[config.mk]
export PLATFORM = sky130hd
export DESIGN_NAME = serdes_parallel_word_mapper
export DESIGN_NICKNAME = d
export VERILOG_FILES = /design/src/word_fifo.v /design/src/serdes_parallel_word_mapper.v
export VERILOG_INCLUDE_DIRS = /design/src
export SDC_FILE = /design/constraint.sdc
export NUM_CORES = 1
export LEC_CHECK = 0
export ABC_CLOCK_PERIOD_IN_PS = 32900
export CORE_MARGIN = 1.5
export CORE_UTILIZATION = 51
export CTS_CLUSTER_DIAMETER = 40
export DETAILED_ROUTE_END_ITERATION = 10
export DONT_BUFFER_PORTS = 1
export PLACE_DENSITY = 0.72
export REMOVE_ABC_BUFFERS = 1
export SLEW_MARGIN = 25
export SYNTH_ARGS = -nofsm -noshare
export SYNTH_HDL_FRONTEND = slang
export SYNTH_HIERARCHICAL = 1
export SYNTH_SLANG_ARGS = --single-unit
[constraint.sdc]
create_clock -name clk -period 32.9 [get_ports clk]
set_input_delay 1.645 -clock clk [delete_from_list [all_inputs] [get_ports clk]]
set_output_delay 1.645 -clock clk [all_outputs]
set_load 0.01 [all_outputs]
[src/serdes_word_defs.vh]
// constants for the parallel word mapper of a serializer/deserializer
// assumes inclusion by bare name from the mapper and its fifo
`ifndef SERDES_WORD_DEFS_VH
`define SERDES_WORD_DEFS_VH

// parallel bus geometry
`define WORD_W         20
`define HALF_W         10
`define LOW_BYTE_LSB   0
`define HIGH_BYTE_LSB  8
`define HIGH_SYM_LSB   10
`define LOW_K_BIT      16
`define HIGH_K_BIT     17
`define SPARE_LO_BIT   18
`define SPARE_HI_BIT   19

// receive output enables (active low, one per bit)
`define OE_N_ALL_OFF   20'hFFFFF
`define OE_N_ALL_ON    20'h00000
`define OE_N_DECODED   20'hC0000

// reset values of the strapped inputs: rate pins pulled up, codec on
`define RATE_RESET     1'b1
`define CODE_RESET     1'b1
`define DISP_RESET     1'b0

// line coding special codes
`define K28_X          5'h1C
`define K28_SIX        6'h0F
`define ALT_FOUR       4'h7

// transmit buffering
`define FIFO_DEPTH     16
`define FIFO_ADDR_W    4

`endif

[src/word_fifo.v]
// word fifo with a registered head word, valid/ready on both sides
// assumes depth is a power of two; one clock, synchronous reset
`timescale 1ns/1ps
`default_nettype none
`include "serdes_word_defs.vh"

module word_fifo #(
    parameter WIDTH  = 21,
    parameter DEPTH  = `FIFO_DEPTH,
    parameter ADDR_W = `FIFO_ADDR_W
) (
    // clock and reset
    input  wire             clk,
    input  wire             reset,
    // filling side
    input  wire [WIDTH-1:0] in_data,
    input  wire             in_valid,
    output wire             in_ready,
    // draining side
    output reg  [WIDTH-1:0] out_data,
    output reg              out_valid,
    input  wire             out_ready
);

localparam [ADDR_W:0] FULL_COUNT = DEPTH;

reg  [WIDTH-1:0] mem [0:DEPTH-1];
reg  [ADDR_W-1:0] wr_ptr;
reg  [ADDR_W-1:0] rd_ptr;
reg  [ADDR_W:0]   count;
wire              push;
wire              pop;

assign in_ready = (count != FULL_COUNT);
assign push     = in_valid && in_ready;
assign pop      = (count != {(ADDR_W+1){1'b0}}) && (!out_valid || out_ready);

////////////////////////////////////////////////////////////////////////////
always @(posedge clk) begin
    if (push) begin
        mem[wr_ptr] <= in_data;
    end
end

always @(posedge clk) begin
    if (reset) begin
        wr_ptr    <= {ADDR_W{1'b0}};
        rd_ptr    <= {ADDR_W{1'b0}};
        count     <= {(ADDR_W+1){1'b0}};
        out_data  <= {WIDTH{1'b0}};
        out_valid <= 1'b0;
    end else begin
        if (push) begin
            wr_ptr <= wr_ptr + 1'b1;
        end
        if (pop) begin
            out_data  <= mem[rd_ptr];
            out_valid <= 1'b1;
            rd_ptr    <= rd_ptr + 1'b1;
        end else if (out_ready) begin
            out_valid <= 1'b0;
        end
        case ({push, pop})
            2'b10: count <= count + 1'b1;
            2'b01: count <= count - 1'b1;
            default: count <= count;
        endcase
    end
end

endmodule

`default_nettype wire

[src/serdes_parallel_word_mapper.v]
// parallel side of a serializer/deserializer: transmit word capture,
// 8b/10b mapping, bit-serial transmit and receive, receive word output
// assumes one clock for parallel and serial sides, one bit per cycle
//
// Overview of operation
// - capture transmit word every accepted rising edge
// - full rate sends all twenty bits, unchanged when coding is off
// - half rate sends only lower ten bits
// - bytes 0-7/8-15 with K flags 16/17
// - transmit bits 18 and 19 ignored when coding
// - coding: two bytes full rate, one half
// - low byte first, least significant bit first
// - receive words valid at recovered clock rise
// - receive outputs high impedance during reset
// - full rate twenty bits valid, half ten
// - decode bypassed presents raw received symbols
// - decoded bytes on 0-15, K on 16/17
// - receive bits 18,19 undriven while decoding
// - decoding: two bytes full rate, one half
// - first received byte and bit lowest
// - recovered clock is bit rate over 10/20
// - recovered clock low throughout reset
// - transmit rate pin selects twenty or ten
// - receive rate pin high selects twenty
// - half rate decode: eight bits plus status
`timescale 1ns/1ps
`default_nettype none
`include "serdes_word_defs.vh"

module serdes_parallel_word_mapper #(
    parameter FIFO_DEPTH  = `FIFO_DEPTH,
    parameter FIFO_ADDR_W = `FIFO_ADDR_W
) (
    // clock and reset
    input  wire        clk,
    input  wire        reset,
    // transmit parallel word
    input  wire [19:0] tx_data,
    input  wire        tx_valid,
    output wire        tx_ready,
    // strapped configuration pins
    input  wire        tx_rate_select,
    input  wire        rx_rate_select,
    input  wire        code_enable,
    // serial transmit line
    output reg         serial_out_pos,
    output reg         serial_out_neg,
    output reg         serial_out_oe_n,
    // serial receive line
    input  wire        serial_in_pos,
    input  wire        serial_in_neg,
    // receive parallel word
    output reg  [19:0] rx_data,
    output reg  [19:0] rx_data_oe_n,
    output reg         rx_clk
);

// 6b codes for RD-, abcdei with a as msb, entry 31 first
localparam [191:0] CODE6 = {
    6'h2B, 6'h1E, 6'h2E, 6'h0E, 6'h36, 6'h16, 6'h26, 6'h33,
    6'h3A, 6'h1A, 6'h2A, 6'h0B, 6'h32, 6'h13, 6'h23, 6'h1B,
    6'h17, 6'h1C, 6'h2C, 6'h0D, 6'h34, 6'h15, 6'h25, 6'h39,
    6'h38, 6'h19, 6'h29, 6'h35, 6'h31, 6'h2D, 6'h1D, 6'h27
};
// 4b codes for RD-, fghj with f as msb, entry 7 first
localparam [31:0] CODE4 = {
    4'hE, 4'h6, 4'hA, 4'hD, 4'hC, 4'h5, 4'h9, 4'hB
};
localparam FIFO_W = `WORD_W + 1;

////////////////////////////////////////////////////////////////////////////
// coding functions

function [2:0] ones6;
    input [5:0] v;
    integer i;
    begin
        ones6 = 3'h0;
        for (i = 0; i < 6; i = i + 1) begin
            ones6 = ones6 + {2'b00, v[i]};
        end
    end
endfunction

function [9:0] bitrev10;
    input [9:0] v;
    integer i;
    begin
        for (i = 0; i < 10; i = i + 1) begin
            bitrev10[i] = v[9-i];
        end
    end
endfunction

// returns {disparity after, 10b symbol with bit a in position 0}
function [10:0] encode_byte;
    input       k;
    input [7:0] d;
    input       rd;
    reg   [5:0] six;
    reg   [3:0] four;
    reg         rd1;
    reg         k28;
    begin
        k28  = k && (d[4:0] == `K28_X);
        six  = k28 ? `K28_SIX : CODE6[d[4:0]*6 +: 6];
        if (rd && (ones6(six) != 3'h3 || d[4:0] == 5'h07)) begin
            six = ~six;
        end
        rd1  = (ones6(six) != 3'h3) ? ~rd : rd;
        four = CODE4[d[7:5]*4 +: 4];
        if (k28 && !rd1 && (d[7:5] == 3'h1 || d[7:5] == 3'h2 ||
                            d[7:5] == 3'h5 || d[7:5] == 3'h6)) begin
            four = ~four;
        end
        if (d[7:5] == 3'h7 && (k || (!rd1 && six[1:0] == 2'b11) ||
                               (rd1 && six[1:0] == 2'b00))) begin
            four = `ALT_FOUR;
        end
        if (rd1 && (ones6({2'b00, four}) != 3'h2 || d[7:5] == 3'h3)) begin
            four = ~four;
        end
        encode_byte = {(ones6({2'b00, four}) != 3'h2) ? ~rd1 : rd1,
                       bitrev10({six, four})};
    end
endfunction

// returns {K status, byte} for a symbol with bit a in position 0
function [8:0] decode_symbol;
    input [9:0] sym;
    reg   [9:0] cat;
    reg   [5:0] t6;
    reg   [3:0] t4;
    reg   [3:0] f;
    reg   [4:0] x;
    reg   [2:0] y;
    reg         k28;
    reg         alt;
    integer     i;
    begin
        cat = bitrev10(sym);
        x   = 5'h00;
        y   = 3'h0;
        k28 = (cat[9:4] == `K28_SIX) || (cat[9:4] == ~`K28_SIX);
        for (i = 0; i < 32; i = i + 1) begin
            t6 = CODE6[i*6 +: 6];
            if (cat[9:4] == t6 || ((ones6(t6) != 3'h3 || i == 7) &&
                                    cat[9:4] == ~t6)) begin
                x = i[4:0];
            end
        end
        if (k28) begin
            x = `K28_X;
        end
        f = cat[3:0];
        if (cat[9:4] == ~`K28_SIX && ones6({2'b00, f}) == 3'h2 &&
            f != 4'hC && f != 4'h3) begin
            f = ~f;
        end
        alt = (f == `ALT_FOUR) || (f == ~`ALT_FOUR);
        for (i = 0; i < 8; i = i + 1) begin
            t4 = CODE4[i*4 +: 4];
            if (f == t4 || ((ones6({2'b00, t4}) != 3'h2 || i == 3) &&
                            f == ~t4)) begin
                y = i[2:0];
            end
        end
        if (alt) begin
            y = 3'h7;
        end
        decode_symbol = {k28 || (alt && (x == 5'h17 || x == 5'h1B ||
                                         x == 5'h1D || x == 5'h1E)),
                         y, x};
    end
endfunction

////////////////////////////////////////////////////////////////////////////
// pin synchronisers: rates, codec enable and serial inputs

wire [4:0] pin_raw;
wire [4:0] pin_sync;
wire [4:0] pin_reset;
wire       tx_full_rate;
wire       rx_full_rate;
wire       code_on;
wire       line_bit;
wire       line_active;

assign pin_raw   = {serial_in_neg, serial_in_pos, code_enable,
                    rx_rate_select, tx_rate_select};
assign pin_reset = {1'b0, 1'b0, `CODE_RESET, `RATE_RESET, `RATE_RESET};

genvar g;
generate
    for (g = 0; g < 5; g = g + 1) begin : pin_sync_gen
        reg meta;
        reg sync;
        always @(posedge clk) begin
            if (reset) begin
                meta <= pin_reset[g];
                sync <= pin_reset[g];
            end else begin
                meta <= pin_raw[g];
                sync <= meta;
            end
        end
        assign pin_sync[g] = sync;
    end
endgenerate

assign tx_full_rate = pin_sync[0];
assign rx_full_rate = pin_sync[1];
assign code_on      = pin_sync[2];
assign line_bit     = pin_sync[3];
assign line_active  = pin_sync[3] ^ pin_sync[4];

////////////////////////////////////////////////////////////////////////////
// transmit capture and mapping

reg  [19:0]       cap_word;
reg               cap_valid;
reg               cap_full;
reg               cap_code;
reg               tx_disp;
wire [10:0]       enc_lo;
wire [10:0]       enc_hi;
reg  [19:0]       tx_payload;
wire              fifo_in_ready;
wire [FIFO_W-1:0] fifo_out_data;
wire              fifo_out_valid;
wire              fifo_out_ready;
wire              capture;

assign tx_ready = !cap_valid || fifo_in_ready;
assign capture  = tx_valid && tx_ready;

// bits 18 and 19 never reach the encoder
assign enc_lo = encode_byte(cap_word[`LOW_K_BIT],
                            cap_word[7:0], tx_disp);
assign enc_hi = encode_byte(cap_word[`HIGH_K_BIT],
                            cap_word[15:8], enc_lo[10]);

always @* begin
    if (cap_code && cap_full) begin
        tx_payload = {enc_hi[9:0], enc_lo[9:0]};
    end else if (cap_code) begin
        tx_payload = {10'h000, enc_lo[9:0]};
    end else if (cap_full) begin
        tx_payload = cap_word;
    end else begin
        tx_payload = {10'h000, cap_word[9:0]};
    end
end

always @(posedge clk) begin
    if (reset) begin
        cap_word  <= 20'h00000;
        cap_valid <= 1'b0;
        cap_full  <= `RATE_RESET;
        cap_code  <= `CODE_RESET;
        tx_disp   <= `DISP_RESET;
    end else begin
        if (capture) begin
            cap_word  <= tx_data;
            cap_full  <= tx_full_rate;
            cap_code  <= code_on;
            cap_valid <= 1'b1;
        end else if (fifo_in_ready) begin
            cap_valid <= 1'b0;
        end
        if (cap_valid && fifo_in_ready && cap_code) begin
            tx_disp <= cap_full ? enc_hi[10] : enc_lo[10];
        end
    end
end

word_fifo #(
    .WIDTH  (FIFO_W),
    .DEPTH  (FIFO_DEPTH),
    .ADDR_W (FIFO_ADDR_W)
) tx_fifo (
    .clk       (clk),
    .reset     (reset),
    .in_data   ({cap_full, tx_payload}),
    .in_valid  (cap_valid),
    .in_ready  (fifo_in_ready),
    .out_data  (fifo_out_data),
    .out_valid (fifo_out_valid),
    .out_ready (fifo_out_ready)
);

////////////////////////////////////////////////////////////////////////////
// serializer: one bit per clock, bit 0 of the word first

reg [19:0] ser_word;
reg [4:0]  ser_left;

assign fifo_out_ready = (ser_left == 5'd0);

always @(posedge clk) begin
    if (reset) begin
        ser_word        <= 20'h00000;
        ser_left        <= 5'd0;
        serial_out_pos  <= 1'b0;
        serial_out_neg  <= 1'b1;
        serial_out_oe_n <= 1'b1;
    end else begin
        serial_out_oe_n <= 1'b0;
        if (ser_left == 5'd0 && fifo_out_valid) begin
            serial_out_pos <= fifo_out_data[0];
            serial_out_neg <= ~fifo_out_data[0];
            ser_word       <= {1'b0, fifo_out_data[19:1]};
            ser_left       <= fifo_out_data[`WORD_W] ? 5'd19 : 5'd9;
        end else if (ser_left != 5'd0) begin
            serial_out_pos <= ser_word[0];
            serial_out_neg <= ~ser_word[0];
            ser_word       <= {1'b0, ser_word[19:1]};
            ser_left       <= ser_left - 5'd1;
        end else begin
            serial_out_pos <= 1'b0;
            serial_out_neg <= 1'b1;
        end
    end
end

////////////////////////////////////////////////////////////////////////////
// deserializer and receive word output

reg  [19:0] rx_acc;
reg  [19:0] next_word;
reg  [4:0]  rx_count;
wire [4:0]  rx_last;
wire [4:0]  rx_mid;
wire [8:0]  dec_lo;
wire [8:0]  dec_hi;

assign rx_last = rx_full_rate ? 5'd19 : 5'd9;
assign rx_mid  = rx_full_rate ? 5'd9 : 5'd4;

always @* begin
    next_word           = rx_acc;
    next_word[rx_count] = line_bit;
end

assign dec_lo = decode_symbol(next_word[9:0]);
assign dec_hi = decode_symbol(next_word[19:10]);

always @(posedge clk) begin
    if (reset) begin
        rx_acc       <= 20'h00000;
        rx_count     <= 5'd0;
        rx_clk       <= 1'b0;
        rx_data      <= 20'h00000;
        rx_data_oe_n <= `OE_N_ALL_OFF;
    end else if (line_active) begin
        rx_acc <= next_word;
        if (rx_count >= rx_last) begin
            rx_count <= 5'd0;
            rx_clk   <= 1'b0;
            if (!code_on && rx_full_rate) begin
                rx_data      <= next_word;
                rx_data_oe_n <= `OE_N_ALL_ON;
            end else if (!code_on) begin
                rx_data      <= {10'h000, next_word[9:0]};
                rx_data_oe_n <= `OE_N_ALL_ON;
            end else if (rx_full_rate) begin
                rx_data      <= {2'b00, dec_hi[8], dec_lo[8],
                                 dec_hi[7:0], dec_lo[7:0]};
                rx_data_oe_n <= `OE_N_DECODED;
            end else begin
                rx_data      <= {3'h0, dec_lo[8], 8'h00,
                                 dec_lo[7:0]};
                rx_data_oe_n <= `OE_N_DECODED;
            end
        end else begin
            rx_count <= rx_count + 5'd1;
            if (rx_count == rx_mid) begin
                rx_clk <= 1'b1;
            end
        end
    end
end

endmodule

`default_nettype wire

==> results.toml <==
[logic_synthesis]
synth_ff_type = "edfxtp_1"
synth_edf_count = 336
yosysSeqAreaShare_pct = 56.0
ys_warn_count = 6
ys_ff_latch = 480
synth_cell_types = 97
synth_cells = 1875
syn_area_sq_mm = 0.0232
avgSynthCellArea_sq_um = 12.3
synthArstFlopShare_pct = 0

[critical_path]
worst_path_largest_cell_delay_ns = 0.56
crit_required_ns = 33.38
worstSetupStartpointType = "flop"
cp_data_arrival_time_ns = 17.43
regToRegEndpoint = "tx_disp"
setup.worst_path.class = "flop to flop"
r2r-start = "cap_word[1]"
crit_path_max_fanout = 9
setup.worst_path.end_class = "flop"
cp-endpoint = "tx_disp"
cp-startpoint = "cap_word[1]"
rrSetupSlack_ns = 15.94
cp_common_cell = "ha_1"
r2r_cells = 66
crit_slowest_cell = "fa_1"

[floorplanning]
rows = 77
start_util_pct = 52.0
die_h_um = 216
die_w_um = 216
dieArea_sq_mm = 0.0467
core_area_sq_mm = 0.0445
io_pins = 73

[drt]
dr_wl_met2_mm = 27.4
top_layer_used = "met4"
vias = 15200
ant_nets = 0
vias_per_cell = 6.10
drc = 0
wl_met3_mm = 3.00
wl_per_cell_um = 22.0
wirelength_met1_mm = 22.7
dr.pass1.iters = 5
drt-initial-drc-count = 1118
wl_mm = 54.6

[final_layout]
ff_latch_area_sq_mm = 0.0130
multi_input_area_sq_mm = 0.00935
antenna_cells = 0
areaGrowthSynthToFinish_pct = 11.7
drive_above_1_share_pct = 16.3
nNetsFinal = 1936
fill_cells = 3456

[timing]
setup_viol = 0
worst_pin_slew_ns = 1.09
max_freq_mhz = 59.0
maxSlewHeadroom_pct = 27.2
finClkSkew_ns = 0.0298
final.setup.tns_ns = 0
drv_slew = 0
fin_ws_ns = 15.94
finalHoldViolCount = 0
rsz0062_at_grt = "false"
timing.final.crit_share_pct = 51.5
fin_hold_ws_ns = 0.410
fin_crit_ns = 16.96

[pwr]
power_density_mw_per_mm2 = 123
clockPowerShare_pct = 22.5
combPwrFrac_pct = 43.0
leakage_nw = 8.88
p_switching_mw = 1.19
pwr-share-seq_pct = 34.5
ir_worst_vdd_mv = 0.201
internal_power_mw = 1.99
sw_frac_of_total_pct = 37.4

[global_route]
antenna_found_initial = 0
first_global_vias = 15000
grt_start_max_net_pins = 142
grt_use_total_pct = 23.4
grt_overflow_total = 0
grt_pass1_wl_mm = 85.1

[clock_tree]
clockBufferDepth = 3
cts_resized = 0
cts_root_buf = "clkbuf_16"
cts_made_buffers = 67
cts.sinks = 480
clk_pin_slew_ns = 0.05
clock_latency_ns = 0.61
cts_hold_buf = 0
post_cts_buffers = 0
cts_tree = "done"
cts_max_level = 3

[placed_design]
dp_hpwl_mm = 32.0
gp_congestion = 0.836
port_buffers = 0
place_ws_ns = 16.04

[hold_path]
min_path_type = "flop to flop"

[run_status]
status = "completed"

[flow_run]
drv_cap = 0
## logic make-up (layout without fill, tap and decap cells)
group           count (synthesis)  after routing  share of synthesized area [%]
compound gates                390            390                           11.9
xor+xnor                       51             51                           1.99
fa+ha+maj                      71             71                           4.26
buf+inv                       199            218                           4.10
flops                         480            480                           56.0
mux                           203            203                           11.5
simple gates                  481            481                           10.2
## per-layer routing
layer  vias to the layer above  global-route usage, %
met5                         -                      0
met1                      7588                   30.1
met4                         0                   7.78
met3                       118                   3.54
met2                       477                   40.6
li1                       6983                      -
## power by group through the flow
stage / sequential (mW) / clock, mW / combinational (mW)
finish: 1.10 / 0.715 / 1.36
global route: 1.10 / 0.749 / 1.52
CTS: 1.10 / 0.724 / 1.37
detailed placement: 1.11 / 0 / 1.37
global placement: 1.10 / 0 / 1.30
floorplan: 1.11 / 0 / 0.944
## cells in the mapped netlist (36+ instances only)
cell	number	area share (%)
a211oi_1	52	1.7
a21oi_1	86	1.9
buf_2	36	0.78
clkbuf_1	70	1.1
dfxtp_1	144	12
edfxtp_1	336	44
ha_1	54	2.9
inv_1	46	0.75
mux2i_1	134	5.8
mux4_2	44	4.3
nand2_1	130	2.1
nor2_1	191	3.1
o21ai_0	49	1.1
## placed cells by master (no fill, tap or decap), drive strengths merged, types with 18 or more instances in the layout
cell type and instances:
o211ai 18, clkbuf 83, buf 43, edfxtp 336, ha 54, xor2 21
a311oi 24, xnor2 29, a22oi 24, nor3 34, clkinv 20, inv 67
nor2b 18, o21ai 58, o22ai 53, dfxtp 144, nor2 192, a21oi 86
nand2 131, mux4 44, mux2i 142, a211oi 54
## worst max-delay path, delay by kind of cell (launching register included)
family                   cells  cell delay, ns
AND/OR/NAND/NOR             13            2.93
AO/OA/AOI/OAI                9            2.40
buffers and inverters        8            0.47
flip-flops                   1            0.49
XOR/XNOR                    10            2.16
adder cells (fa/ha/maj)     26            8.35
## cell type report
cell class,count,share of cell area [%]
Sequential cell,480,50.2
Multi-Input combinational cell,1196,36.2
Clock buffer,83,6.99
Tap cell,592,2.86
Clock inverter,40,1.77
Timing Repair Buffer,43,1.25
Inverter,52,0.755
## worst min-delay path by stage
stage | from | endpoint | slack, ns | depth (start not counted)
5_1_grt | pin_sync_gen[2].meta | code_on | 0.42 | 1
4_1_cts | pin_sync_gen[1].meta | pin_sync_gen[1].sync | 0.41 | 1
3_3_place_gp | pin_sync_gen[1].meta | pin_sync_gen[1].sync | 0.39 | 1
3_5_place_dp | pin_sync_gen[2].meta | code_on | 0.40 | 1
2_1_floorplan | pin_sync_gen[2].meta | code_on | 0.39 | 1
6_report | pin_sync_gen[1].meta | pin_sync_gen[1].sync | 0.41 | 1
## stage by stage
stage	std cells	util (%)	power, mW	area [sq um]
finish	2486	58.1	3.17	25900
global route	2486	58.1	3.37	25900
CTS	2486	58.1	3.19	25900
detailed placement	2363	53.0	2.47	23600
global placement	2363	53.0	2.41	23600
floorplan	1728	-	2.06	22400
## sequential cells by signal, summed over array words and instances (netlist names), 2 cells and up
signal             cells
pin_sync_gen.sync      3
tx_fifo/rd_ptr         4
rx_data_oe_n           2
tx_fifo/out_data      21
rx_data               20
rx_count               5
ser_left               5
pin_sync_gen.meta      5
ser_word              19
tx_fifo/count          5
cap_word              20
tx_fifo/wr_ptr         4
tx_fifo/mem          336
rx_acc                20
Note: power is estimated with default switching activity, not from simulation.
